==> src/nvsp_defines.svh <==
// Timing and width constants for the nonvolatile SRAM port host controller.
// Assumes a 10 MHz system clock; all counts are derived from printed times.
`ifndef NVSP_DEFINES_SVH
`define NVSP_DEFINES_SVH

// ==========================================================================
// Clock and bus geometry
// ==========================================================================
`define NVSP_CLK_PERIOD_NS   100
`define NVSP_ADDR_W          17
`define NVSP_DATA_W          16

// ==========================================================================
// Printed times in their own units
// ==========================================================================
`define NVSP_POWERUP_WAIT_MS        1
`define NVSP_SLEEP_EXIT_WAIT_US     500
`define NVSP_SLEEP_LOW_MIN_US       1
`define NVSP_PAGE_WRITE_CYCLE_MIN_NS 40
`define NVSP_PAGE_BITS_STABLE_NS    15
`define NVSP_ACCESS_NS              90
`define NVSP_PRECHARGE_NS           30
`define NVSP_WE_PULSE_NS            70

// ==========================================================================
// Derived cycle counts (least times round up, at least one cycle)
// ==========================================================================
`define NVSP_CEIL_CYC(ns) (((ns) + `NVSP_CLK_PERIOD_NS - 1) / `NVSP_CLK_PERIOD_NS)
`define NVSP_POWERUP_WAIT_CYC   (`NVSP_POWERUP_WAIT_MS * 1000000 / `NVSP_CLK_PERIOD_NS)
`define NVSP_SLEEP_EXIT_WAIT_CYC (`NVSP_SLEEP_EXIT_WAIT_US * 1000 / `NVSP_CLK_PERIOD_NS)
`define NVSP_SLEEP_LOW_MIN_CYC  (`NVSP_SLEEP_LOW_MIN_US * 1000 / `NVSP_CLK_PERIOD_NS)
`define NVSP_PAGE_WRITE_CYC     `NVSP_CEIL_CYC(`NVSP_PAGE_WRITE_CYCLE_MIN_NS)
`define NVSP_PAGE_STABLE_CYC    `NVSP_CEIL_CYC(`NVSP_PAGE_BITS_STABLE_NS)
`define NVSP_ACCESS_CYC         `NVSP_CEIL_CYC(`NVSP_ACCESS_NS)
`define NVSP_PRECHARGE_CYC      `NVSP_CEIL_CYC(`NVSP_PRECHARGE_NS)
`define NVSP_WE_PULSE_CYC       `NVSP_CEIL_CYC(`NVSP_WE_PULSE_NS)

`endif

==> src/nvsp_pkg.sv <==
// Types shared by the host controller and its wait timer.
// Assumes nvsp_defines.svh is on the include path.
`include "nvsp_defines.svh"

package nvsp_pkg;

  // ========================================================================
  // Controller states
  // ========================================================================
  typedef enum logic [3:0] {
    NVSP_POWERUP  = 4'h0,
    NVSP_IDLE     = 4'h1,
    NVSP_RD_ADDR  = 4'h2,
    NVSP_RD_DONE  = 4'h3,
    NVSP_WR_PULSE = 4'h4,
    NVSP_WR_GAP   = 4'h5,
    NVSP_PRECHG   = 4'h6,
    NVSP_SLEEP    = 4'h7,
    NVSP_WAKE     = 4'h8
  } nvsp_state_type;

  typedef logic [`NVSP_ADDR_W-1:0] nvsp_addr_type;
  typedef logic [`NVSP_DATA_W-1:0] nvsp_data_type;

endpackage : nvsp_pkg

==> src/nvsp_timer_if.sv <==
// Load/expire handshake between the controller and its wait timer.
// Assumes both ends run on the same clock.
`timescale 1ns/1ps
`default_nettype none

interface nvsp_timer_if;
  logic        load;    // One-cycle pulse starting a wait
  logic [23:0] count;   // Cycles to wait, sampled with load
  logic        expired; // Level, high while no wait is running

  modport ctrl  (output load, output count, input expired);
  modport timer (input load, input count, output expired);
endinterface : nvsp_timer_if

`default_nettype wire

==> src/nvsp_host_ctrl.sv <==
// Host controller driving an asynchronous nonvolatile 128K x 16 SRAM port.
// Assumes a 10 MHz clock; read data returns over the two-way data pins.
`timescale 1ns/1ps
`default_nettype none
`include "nvsp_defines.svh"

module nvsp_host_ctrl #(
  parameter int unsigned POWERUP_CYC    = `NVSP_POWERUP_WAIT_CYC,
  parameter int unsigned SLEEP_EXIT_CYC = `NVSP_SLEEP_EXIT_WAIT_CYC
) (
  input  wire logic              clock_in,
  input  wire logic              rst_n_in,
  // User request side
  input  wire logic              req_valid_in,
  input  wire logic              req_write_in,
  input  wire nvsp_pkg::nvsp_addr_type req_addr_in,
  input  wire nvsp_pkg::nvsp_data_type req_wdata_in,
  input  wire logic [1:0]        req_lanes_in,
  input  wire logic              sleep_req_in,
  output logic                   req_ready_out,
  output logic                   rdata_valid_out,
  output nvsp_pkg::nvsp_data_type rdata_out,
  output logic                   asleep_out,
  // Memory pins
  output logic                   chip_enable_n_out,
  output logic                   write_enable_n_out,
  output logic                   output_enable_n_out,
  output logic                   upper_lane_select_n_out,
  output logic                   lower_lane_select_n_out,
  output logic                   sleep_request_n_out,
  output nvsp_pkg::nvsp_addr_type mem_addr_out,
  input  wire nvsp_pkg::nvsp_data_type mem_dq_in,
  output nvsp_pkg::nvsp_data_type mem_dq_out,
  output logic                   mem_dq_oe_out
);
  import nvsp_pkg::*;

  localparam int unsigned ROW_LSB = 2;

  typedef struct packed {
    nvsp_state_type state;
    logic           ce_n;
    logic           we_n;
    logic           oe_n;
    logic           ub_n;
    logic           lb_n;
    logic           zz_n;
    nvsp_addr_type  addr;
    nvsp_data_type  wdata;
    logic           dq_oe;
    logic           row_open;
    logic           rvalid;
    logic           pu_loaded;
    nvsp_data_type  rdata;
    nvsp_data_type  dq_s1;
    nvsp_data_type  dq_s2;
  } nvsp_ctrl_state_type;

  nvsp_ctrl_state_type cur;
  nvsp_ctrl_state_type next_cur;
  nvsp_timer_if        tmr ();
  logic                same_row;

  // ==========================================================================
  // Wait timer for every minimum time
  // ==========================================================================
  nvsp_wait_timer u_timer (
    .clock_in (clock_in),
    .rst_n_in (rst_n_in),
    .tmr      (tmr.timer)
  );

  // Page access is legal only while chip enable stays low on the open row
  assign same_row = cur.row_open && !cur.ce_n &&
                    (req_addr_in[`NVSP_ADDR_W-1:ROW_LSB] == cur.addr[`NVSP_ADDR_W-1:ROW_LSB]);

  // ==========================================================================
  // Next-state logic
  // ==========================================================================
  always_comb begin
    next_cur        = cur;
    next_cur.rvalid = 1'b0;
    next_cur.dq_s1  = mem_dq_in;      // Pins are asynchronous to our clock
    next_cur.dq_s2  = cur.dq_s1;
    tmr.load        = 1'b0;
    tmr.count       = 24'h000000;
    unique case (cur.state)
      NVSP_POWERUP: begin
        if (!cur.pu_loaded) begin
          // First cycle after reset starts the full wait; timer reads zero before
          next_cur.pu_loaded = 1'b1;
          tmr.load           = 1'b1;
          tmr.count          = 24'(POWERUP_CYC);
        end else if (tmr.expired) begin
          next_cur.state = NVSP_IDLE;
        end
      end
      NVSP_IDLE: begin
        if (sleep_req_in) begin
          // No gap needed after the last write; the row closes in the same cycle as sleep request falls
          next_cur.ce_n     = 1'b1;
          next_cur.oe_n     = 1'b1;
          next_cur.dq_oe    = 1'b0;
          next_cur.zz_n     = 1'b0;
          next_cur.row_open = 1'b0;
          next_cur.state    = NVSP_SLEEP;
          tmr.load          = 1'b1;
          tmr.count         = 24'(`NVSP_SLEEP_LOW_MIN_CYC);
        end else if (req_valid_in && !cur.ce_n && !same_row) begin
          // Leaving the row: raise chip enable and precharge
          next_cur.ce_n     = 1'b1;
          next_cur.oe_n     = 1'b1;
          next_cur.row_open = 1'b0;
          next_cur.state    = NVSP_PRECHG;
          tmr.load          = 1'b1;
          tmr.count         = 24'(`NVSP_PRECHARGE_CYC);
        end else if (req_valid_in) begin
          next_cur.addr     = req_addr_in;
          next_cur.ub_n     = ~req_lanes_in[1];
          next_cur.lb_n     = ~req_lanes_in[0];
          next_cur.ce_n     = 1'b0;
          next_cur.row_open = 1'b1;
          tmr.load          = 1'b1;
          if (req_write_in) begin
            // Write-enable write: write enable falls with chip enable, or under the held chip enable on a page write; no output enable
            next_cur.wdata = req_wdata_in;
            next_cur.oe_n  = 1'b1;
            next_cur.we_n  = 1'b0;
            next_cur.dq_oe = 1'b1;
            next_cur.state = NVSP_WR_PULSE;
            tmr.count      = same_row ? 24'(`NVSP_PAGE_WRITE_CYC)
                                      : 24'(`NVSP_WE_PULSE_CYC);
          end else begin
            next_cur.oe_n  = 1'b0;
            next_cur.state = NVSP_RD_ADDR;
            // Page read needs only the short page access time
            tmr.count      = same_row ? 24'(`NVSP_PAGE_STABLE_CYC)
                                      : 24'(`NVSP_ACCESS_CYC);
          end
        end
      end
      NVSP_RD_ADDR: begin
        // Two extra cycles cover the data synchroniser
        if (tmr.expired) begin
          next_cur.state = NVSP_RD_DONE;
          tmr.load       = 1'b1;
          tmr.count      = 24'h000002;
        end
      end
      NVSP_RD_DONE: begin
        if (tmr.expired) begin
          next_cur.rdata  = cur.dq_s2;
          next_cur.rvalid = 1'b1;
          next_cur.oe_n   = 1'b1;
          next_cur.state  = NVSP_IDLE;
        end
      end
      NVSP_WR_PULSE: begin
        if (tmr.expired) begin
          // Rising write enable latches data; chip enable stays low
          next_cur.we_n  = 1'b1;
          next_cur.state = NVSP_WR_GAP;
        end
      end
      NVSP_WR_GAP: begin
        // Hold data one cycle past the rising edge, then release
        next_cur.dq_oe = 1'b0;
        next_cur.state = NVSP_IDLE;
      end
      NVSP_PRECHG: begin
        if (tmr.expired) begin
          next_cur.state = NVSP_IDLE;
        end
      end
      NVSP_SLEEP: begin
        if (tmr.expired && !sleep_req_in) begin
          next_cur.zz_n  = 1'b1;
          next_cur.state = NVSP_WAKE;
          tmr.load       = 1'b1;
          tmr.count      = 24'(SLEEP_EXIT_CYC);
        end
      end
      NVSP_WAKE: begin
        if (tmr.expired) begin
          next_cur.state = NVSP_IDLE;
        end
      end
      default: begin
        next_cur.state = NVSP_IDLE;
      end
    endcase
  end

  // ==========================================================================
  // State register; the power-up wait starts at reset release
  // ==========================================================================
  always_ff @(posedge clock_in or negedge rst_n_in) begin
    if (!rst_n_in) begin
      cur <= '{state: NVSP_POWERUP, ce_n: 1'b1, we_n: 1'b1, oe_n: 1'b1,
               ub_n: 1'b1, lb_n: 1'b1, zz_n: 1'b1, default: '0};
    end else begin
      cur <= next_cur;
    end
  end

  // ==========================================================================
  // Outputs
  // ==========================================================================
  assign req_ready_out           = (cur.state == NVSP_IDLE) && !sleep_req_in;
  assign rdata_valid_out         = cur.rvalid;
  assign rdata_out               = cur.rdata;
  assign asleep_out              = !cur.zz_n;
  assign chip_enable_n_out       = cur.ce_n;
  assign write_enable_n_out      = cur.we_n;
  assign output_enable_n_out     = cur.oe_n;
  assign upper_lane_select_n_out = cur.ub_n;
  assign lower_lane_select_n_out = cur.lb_n;
  assign sleep_request_n_out     = cur.zz_n;
  assign mem_addr_out            = cur.addr;
  assign mem_dq_out              = cur.wdata;
  assign mem_dq_oe_out           = cur.dq_oe;

endmodule : nvsp_host_ctrl

`default_nettype wire

==> src/nvsp_wait_timer.sv <==
// Down-counter used for every minimum wait of the controller.
// Assumes a load pulse from logic on the same clock.
`timescale 1ns/1ps
`default_nettype none

module nvsp_wait_timer (
  input  wire logic     clock_in,
  input  wire logic     rst_n_in,
  nvsp_timer_if.timer   tmr
);
  import nvsp_pkg::*;

  typedef struct packed {
    logic [23:0] remain;
  } nvsp_timer_state_type;

  nvsp_timer_state_type cur;
  nvsp_timer_state_type next_cur;

  // ========================================================================
  // Count down to zero; a load restarts the wait
  // ========================================================================
  always_comb begin
    next_cur = cur;
    if (tmr.load) begin
      next_cur.remain = tmr.count;
    end else if (cur.remain != 24'h000000) begin
      next_cur.remain = cur.remain - 24'h000001;
    end
  end

  always_ff @(posedge clock_in or negedge rst_n_in) begin
    if (!rst_n_in) begin
      cur <= '0;
    end else begin
      cur <= next_cur;
    end
  end

  // From the register alone: the load depends on this, so no loop back
  assign tmr.expired = (cur.remain == 24'h000000);

endmodule : nvsp_wait_timer

`default_nettype wire

==> config.mk <==
export PLATFORM = sky130hd
export DESIGN_NAME = nvsp_host_ctrl
export DESIGN_NICKNAME = d
export VERILOG_FILES = /design/src/nvsp_pkg.sv /design/src/nvsp_timer_if.sv /design/src/nvsp_host_ctrl.sv /design/src/nvsp_wait_timer.sv
export VERILOG_INCLUDE_DIRS = /design/src
export SDC_FILE = /design/constraint.sdc
export NUM_CORES = 1
export LEC_CHECK = 0
export BUFFER_PORTS_ARGS = -buffer_cell sky130_fd_sc_hd__buf_2
export CAP_MARGIN = 20
export CORE_UTILIZATION = 54
export DETAILED_ROUTE_END_ITERATION = 10
export PLACE_DENSITY_LB_ADDON = 0.2
export SYNTH_ARGS = -nofsm -noshare
export SYNTH_HDL_FRONTEND = slang
export SYNTH_SLANG_ARGS = --single-unit
export TNS_END_PERCENT = 100
==> constraint.sdc <==
create_clock -name clock_in -period 2.8 [get_ports clock_in]
set_input_delay 0.42 -clock clock_in [delete_from_list [all_inputs] [get_ports clock_in]]
set_output_delay 0.42 -clock clock_in [all_outputs]
set_load 0.02 [all_outputs]
==> results_dict.tcl, run 1 <==
set metrics [dict create \
    setup_viol_count_final 0 \
    worst_setup_path_start_kind "flop" \
    root_buffer "clkbuf_8" \
    ant_nets 0 \
    p_leak_uw 0.00312 \
    avgSynthCellArea_um2 12.3 \
    dp_hpwl_um 6910 \
    ys.flop_type "dfrtp_1" \
    yosysSeqAreaShare_pct 56.3 \
    status "complete, no violations" \
    crit_arrival_ps 2900 \
    syn-num-nets 490 \
    fill_cells 708 \
    regArea_um2 2990 \
    end_kind "flop" \
    grt_max_degree 77 \
    post-route-period-util_pct 89.5 \
    syn_area_um2 5300 \
    htree_levels 4 \
    path_buf_inv 1 \
    totalPowerFinal_uw 7940 \
    wl_per_cell_um 15.3 \
    grt_usage_pct 22.7 \
    route.detailed.drc 0 \
    synth_edf_count 0 \
    design.core.area_um2 9370 \
    max_slew_margin_pct 52.2 \
    dieArea_um2 10200 \
    clock_skew_ps 8.64 \
    synth_top_area_share_pct 53.4 \
    synthTopCellsByCount "dfrtp_1, buf_4, mux2_2" \
    vias 3571 \
    critPathMaxStageDelay_ps 560 \
    fin_tns_setup_ps 0 \
    cts_resized 0 \
    max_cap_violations 0 \
    cts_buffer_depth 2 \
    pin_count 115 \
    gp_congestion 0.921 \
    grt_first_pass_wirelength_um 17300 \
    start_util_pct 56.5 \
    slowest_stage "or4_1" \
    worstHoldPathType "in2reg" \
    grt_overflow 0 \
    clk_latency_ps 510 \
    worst_pin_slew_ps 714 \
    met1Wirelength_um 4280 \
    async_flop_share_pct 100 \
    powerDensity_nw_per_um2 1220 \
    dr.pass1.iters 5 \
    synth.distinct_cells 55 \
    wl_met3_um 636 \
    fmax_mhz 399 \
    rows 35 \
    rsz0062_at_grt "no" \
    cts.sink_count 119 \
    yosys.area.top_type "dfrtp_1" \
    synth_area_leaders "dfrtp_1, mux2_2, buf_4" \
    dieHeight_um 101 \
    fin_crit_ps 2510 \
    n_antenna_cell 0 \
    clk_pin_slew_worst_paths_ps 50 \
    routed_via_density 5.27 \
    worstSetupPathType "reg2reg" \
    postRouteWirelength_um 10300 \
    crit_family "simple AND/OR/NAND/NOR gates" \
    cts_tree "done" \
    ir_drop_uv 630 \
    highest_layer "met4" \
    wl_met2_um 5190 \
    antenna_found_initial 0 \
    drive_gt1_share_pct 40.3 \
    path_cells "or4_1 > or3_1 > or2_1 > o21ai_4 > buf_4 > nor2_1" \
    grt_pass1_vias 3721 \
    fin_nets 595 \
    maxSlewViolCount 0 \
    required_ps 3190 \
    cts_made_buffers 17 \
    multi_input_area_um2 1840 \
    reg2reg_slack_ps 290 \
    syn_inst 432 \
    area_growth_pct 22.5 \
    yosysMostFrequentCell "dfrtp_1" \
    synth_warnings 0 \
    synth-seq-cells 119 \
    finalHoldViolations 0 \
    first_iter_violations 157 \
    crit_fanout 10 \
    io_buffers 114 \
    die_x_um 101 \
]
## path summary, 6_finish.rpt
| path | from | end | cells past startpoint |
|---|---|---|---|
| worst max-delay path | u_timer.cur[13] | u_timer.cur[18] | 6 |
| worst min-delay path | mem_dq_in[8] | cur[24] | 1 |
| worst max register to register | u_timer.cur[13] | u_timer.cur[18] | 6 |
| worst min register to register | cur[29] | cur[13] | 0 |
| max in group asynchronous | rst_n_in | chip_enable_n_out | 3 |
| min in group asynchronous | rst_n_in | rdata_out[7] | 2 |
## timing repair
item,in CTS,in global routing
hold endpoints to repair,32,0
buffers inserted,0,0
endpoints found under the setup margin,0,0
hold buffers,15,0
## state kept, by name, summed over array words and instances (netlist names)
name	count
rdata_valid_out	1
chip_enable_n_out	1
upper_lane_select_n_out	1
write_enable_n_out	1
cur	38
mem_dq_out	16
output_enable_n_out	1
mem_dq_oe_out	1
lower_lane_select_n_out	1
rdata_out	16
u_timer.cur	24
mem_addr_out	17
sleep_request_n_out	1
## logic make-up after synthesis
group,count (synthesis),share of synthesized area [%]
adders and majority gates,2,0.472
muxes,52,11.7
buffers and inverters,72,9.07
xor gates and xnor gates,36,5.95
and+or+nand+nor,105,10.7
AOI/OAI and AO/OA,46,5.79
DFF,119,56.3
## final cells by class
class | count | area share (%)
flip-flops and latches | 119 | 46.0
multi-input cells | 241 | 28.3
repair buffers | 147 | 13.7
clock buffers | 22 | 6.98
well taps | 129 | 2.49
clock inverters | 8 | 1.91
inverters | 11 | 0.636
## routing by layer
| layer | vias to the layer above | global-route usage, % |
|---|---|---|
| met4 | 0 | 11.4 |
| met5 | - | 0 |
| met3 | 23 | 8.18 |
| li1 | 1667 | - |
| met1 | 1753 | 28.2 |
| met2 | 128 | 35.1 |
## layout by cell type, fill, tap and decap left out, drive strengths merged, types with 2 or more instances in the layout
cell type	count
mux2	50
clkinvlp	2
xnor2	20
bufinv	3
nor3b	2
ha	2
nor3	9
buf	132
clkinv	3
a21boi	2
dfstp	6
xor2	16
clkbuf	22
dlygate4sd3	15
nand4b	2
or3	3
dfrtp	113
or2	2
nand2b	3
nand4	6
o22ai	3
nor2	27
inv	11
or4	5
o211ai	5
nand3b	4
nor4	9
and3	3
a21oi	4
mux2i	2
a31oi	2
nand3	10
o21ai	17
nand2	17
## where the power goes
group / internal [uW] / total (uW) / switching, uW
Combinational: 1330 / 3090 / 1760
Clock: 1390 / 2120 / 729
Sequential: 2300 / 2740 / 431
Total: 5030 / 7940 / 2920
## stage by stage
stage,setup slack [ps],utilization [%],area (um2),instances,hold WS (ps)
2_1_floorplan,402,-,5300,432,124
3_5_place_dp,346,61.4,5750,631,323
3_3_place_gp,396,61.4,5750,631,325
6_report,295,69.3,6490,677,24.8
5_1_grt,227,69.3,6490,677,3.21
4_1_cts,311,69.1,6480,676,1.28
(Power assumes the default switching activity.)
==> run 2: changes to the inputs <==
--- a/config.mk
+++ b/config.mk
@@ -7,8 +7,9 @@
 export NUM_CORES = 1
 export LEC_CHECK = 0
-export BUFFER_PORTS_ARGS = -buffer_cell sky130_fd_sc_hd__buf_2
 export CAP_MARGIN = 20
-export CORE_UTILIZATION = 54
+export CORE_MARGIN = 2
+export CORE_UTILIZATION = 63
 export DETAILED_ROUTE_END_ITERATION = 10
+export DONT_BUFFER_PORTS = 1
 export PLACE_DENSITY_LB_ADDON = 0.2
 export SYNTH_ARGS = -nofsm -noshare
==> constraint.sdc (replaced) <==
create_clock -name clock_in -period 2.8 [get_ports clock_in]
set_input_delay 0.14 -clock clock_in [delete_from_list [all_inputs] [get_ports clock_in]]
set_output_delay 0.14 -clock clock_in [all_outputs]
set_load 0.02 [all_outputs]
==> run 2 against run 1 <==
Compared with the run above: largest power group is now sequential cells; design area fell by 3.4%; cell count fell by 14%; first-iteration DRC count rose by 31%; sequential cell count did not move; worst setup slack improved by 63 ps; hold slack got worse by 5.9 ps; non-clock buffer count fell by 76; sequential power rose by 19%; global-route usage rose by 1.7 points.
==> results_dict.tcl, run 2 (synthesized netlist as in run 1, its figures left out) <==
set metrics [dict create \
    dieArea_um2 9160 \
    worst_pin_slew_ps 772 \
    reg2reg_depth 6 \
    setup_viol_count_final 0 \
    r2r_start "u_timer.cur[13]" \
    largest_register_ffs 38 \
    n_antenna_cell 0 \
    required_ps 3190 \
    end_kind "flop" \
    start_util_pct 64.8 \
    powerDensity_nw_per_um2 1200 \
    fin_crit_ps 2440 \
    p_leak_uw 0.00278 \
    area_growth_pct 18.3 \
    worst_setup_path_start_kind "flop" \
    die_x_um 95.7 \
    antenna_found_initial 0 \
    dpl_cell_area_um2 5110 \
    cts.sink_count 119 \
    clock_skew_ps 10.4 \
    rows 33 \
    reg2reg_slack_ps 360 \
    htree_levels 4 \
    dp_cells 490 \
    final_area_um2 6270 \
    grt_pass1_vias 3586 \
    wl_per_cell_um 17.6 \
    dr.pass1.iters 5 \
    postRouteWirelength_um 10200 \
    vias 3348 \
    io_buffers 0 \
    fill_cells 498 \
    status "complete, no violations" \
    grt_first_pass_wirelength_um 16800 \
    rsz0062_at_grt "no" \
    fin_nets 519 \
    cts_buffer_depth 2 \
    stdcell_count 579 \
    totalPowerFinal_uw 7530 \
    crit_fanout 10 \
    r2r-end "u_timer.cur[15]" \
    first_iter_violations 205 \
    route.detailed.drc 0 \
    slowest_stage "or4_1" \
    regMostFlops "cur" \
    holdCritStartpoint "sleep_req_in" \
    ir_drop_uv 681 \
    drive_gt1_share_pct 22.6 \
    gp_congestion 0.867 \
    dp_hpwl_um 6330 \
    finalHoldViolations 0 \
    cts_made_buffers 17 \
    clk_latency_ps 510 \
    ant_nets 0 \
    grt_max_degree 120 \
    grt_overflow 0 \
    min_to "output_enable_n_out" \
    final_common_cell "dfrtp_1" \
    worstSetupPathType "reg2reg" \
    path_cells "or4_1 > or3_1 > or2_1 > o21ai_4 > buf_4 > nor2_1" \
    min_path_cells 3 \
    critPathMaxStageDelay_ps 550 \
    fmax_mhz 409 \
    maxSlewViolCount 0 \
    max_slew_margin_pct 48.3 \
    routed_via_density 5.78 \
    crit_arrival_ps 2830 \
    cts_tree "done" \
    design.core.area_um2 8180 \
    clk_pin_slew_worst_paths_ps 50 \
    grt_usage_pct 24.4 \
    postCtsSetupRepairBufs 0 \
    post-route-period-util_pct 87.2 \
    final_cell_mix "dfrtp_1, dlygate4sd3_1, mux2_2, nor2_1, xnor2_1" \
    fin_tns_setup_ps 0 \
    root_buffer "clkbuf_8" \
    pin_count 115 \
    dieHeight_um 95.7 \
    worstHoldPathType "in2reg" \
    max_cap_violations 0 \
]
[run 2: changes by cell type in the layout (fill, tap and decap cells not counted), sizes merged]
cell,previous run,this run
buf,132,16
dlygate4sd3,15,55
clkinvlp,2,4
bufinv,3,2
clkbuf,22,21
clkinv,3,4
inv,11,12
[run 2: per-layer routing]
| layer | track usage (%) | wire length [um] | share of wire (%) |
|---|---|---|---|
| met3 | 8.46 | 818 | 8.0 |
| met2 | 38.1 | 5020 | 49 |
| met1 | 31.1 | 4160 | 41 |
| met5 | 0 | 0 | 0 |
| met4 | 11.0 | 227 | 2.2 |
[run 2: power by group]
part	switching (uW)	internal, uW	total, uW
sequential	970	2300	3270
clock	750	1290	2040
combinational	1130	1090	2210
total	2850	4680	7530
[run 2: cell type report]
type                            count  area (um2)  area share, %
Sequential cell                   119        2990           47.6
Timing Repair Buffer               71         711           11.3
Clock inverter                     11         126           2.02
Tap cell                          105         131           2.09
Inverter                           11        41.3          0.658
Multi-Input combinational cell    241        1840           29.3
Clock buffer                       21         439           7.00
[run 2: what timing repair did]
action / in CTS / in global routing
hold endpoints to repair: 181 / 0
gates resized for setup: 0 / 0
hold buffers: 56 / 0
[run 2: worst max path at each step]
stage / to / start / cells past startpoint / slack [ps]
finish: u_timer.cur[15] / u_timer.cur[13] / 6 / 360
global route: u_timer.cur[23] / u_timer.cur[12] / 6 / 260
CTS: u_timer.cur[15] / u_timer.cur[13] / 6 / 360
detailed placement: u_timer.cur[22] / u_timer.cur[13] / 6 / 380
global placement: u_timer.cur[18] / u_timer.cur[13] / 6 / 420
floorplan: rdata_out[10] / u_timer.cur[17] / 6 / 400
[run 2: worst max-delay path: cells and delay by family, from the launching register on]
kind	cells	cell delay (ps)
DFF	1	390
and+or+nand+nor	4	1430
AOI/OAI and AO/OA	1	280
buffers and inverters	1	230
[run 2: stage by stage]
step | util, % | hold WS, ps | setup WS (ps)
after global routing | 76.7 | 34.9 | 256
after detailed placement | 62.5 | -153 | 378
after global placement | 62.5 | -153 | 417
final | 76.7 | 18.9 | 357
after CTS | 76.5 | 3.13 | 361
after floorplan | - | -156 | 402
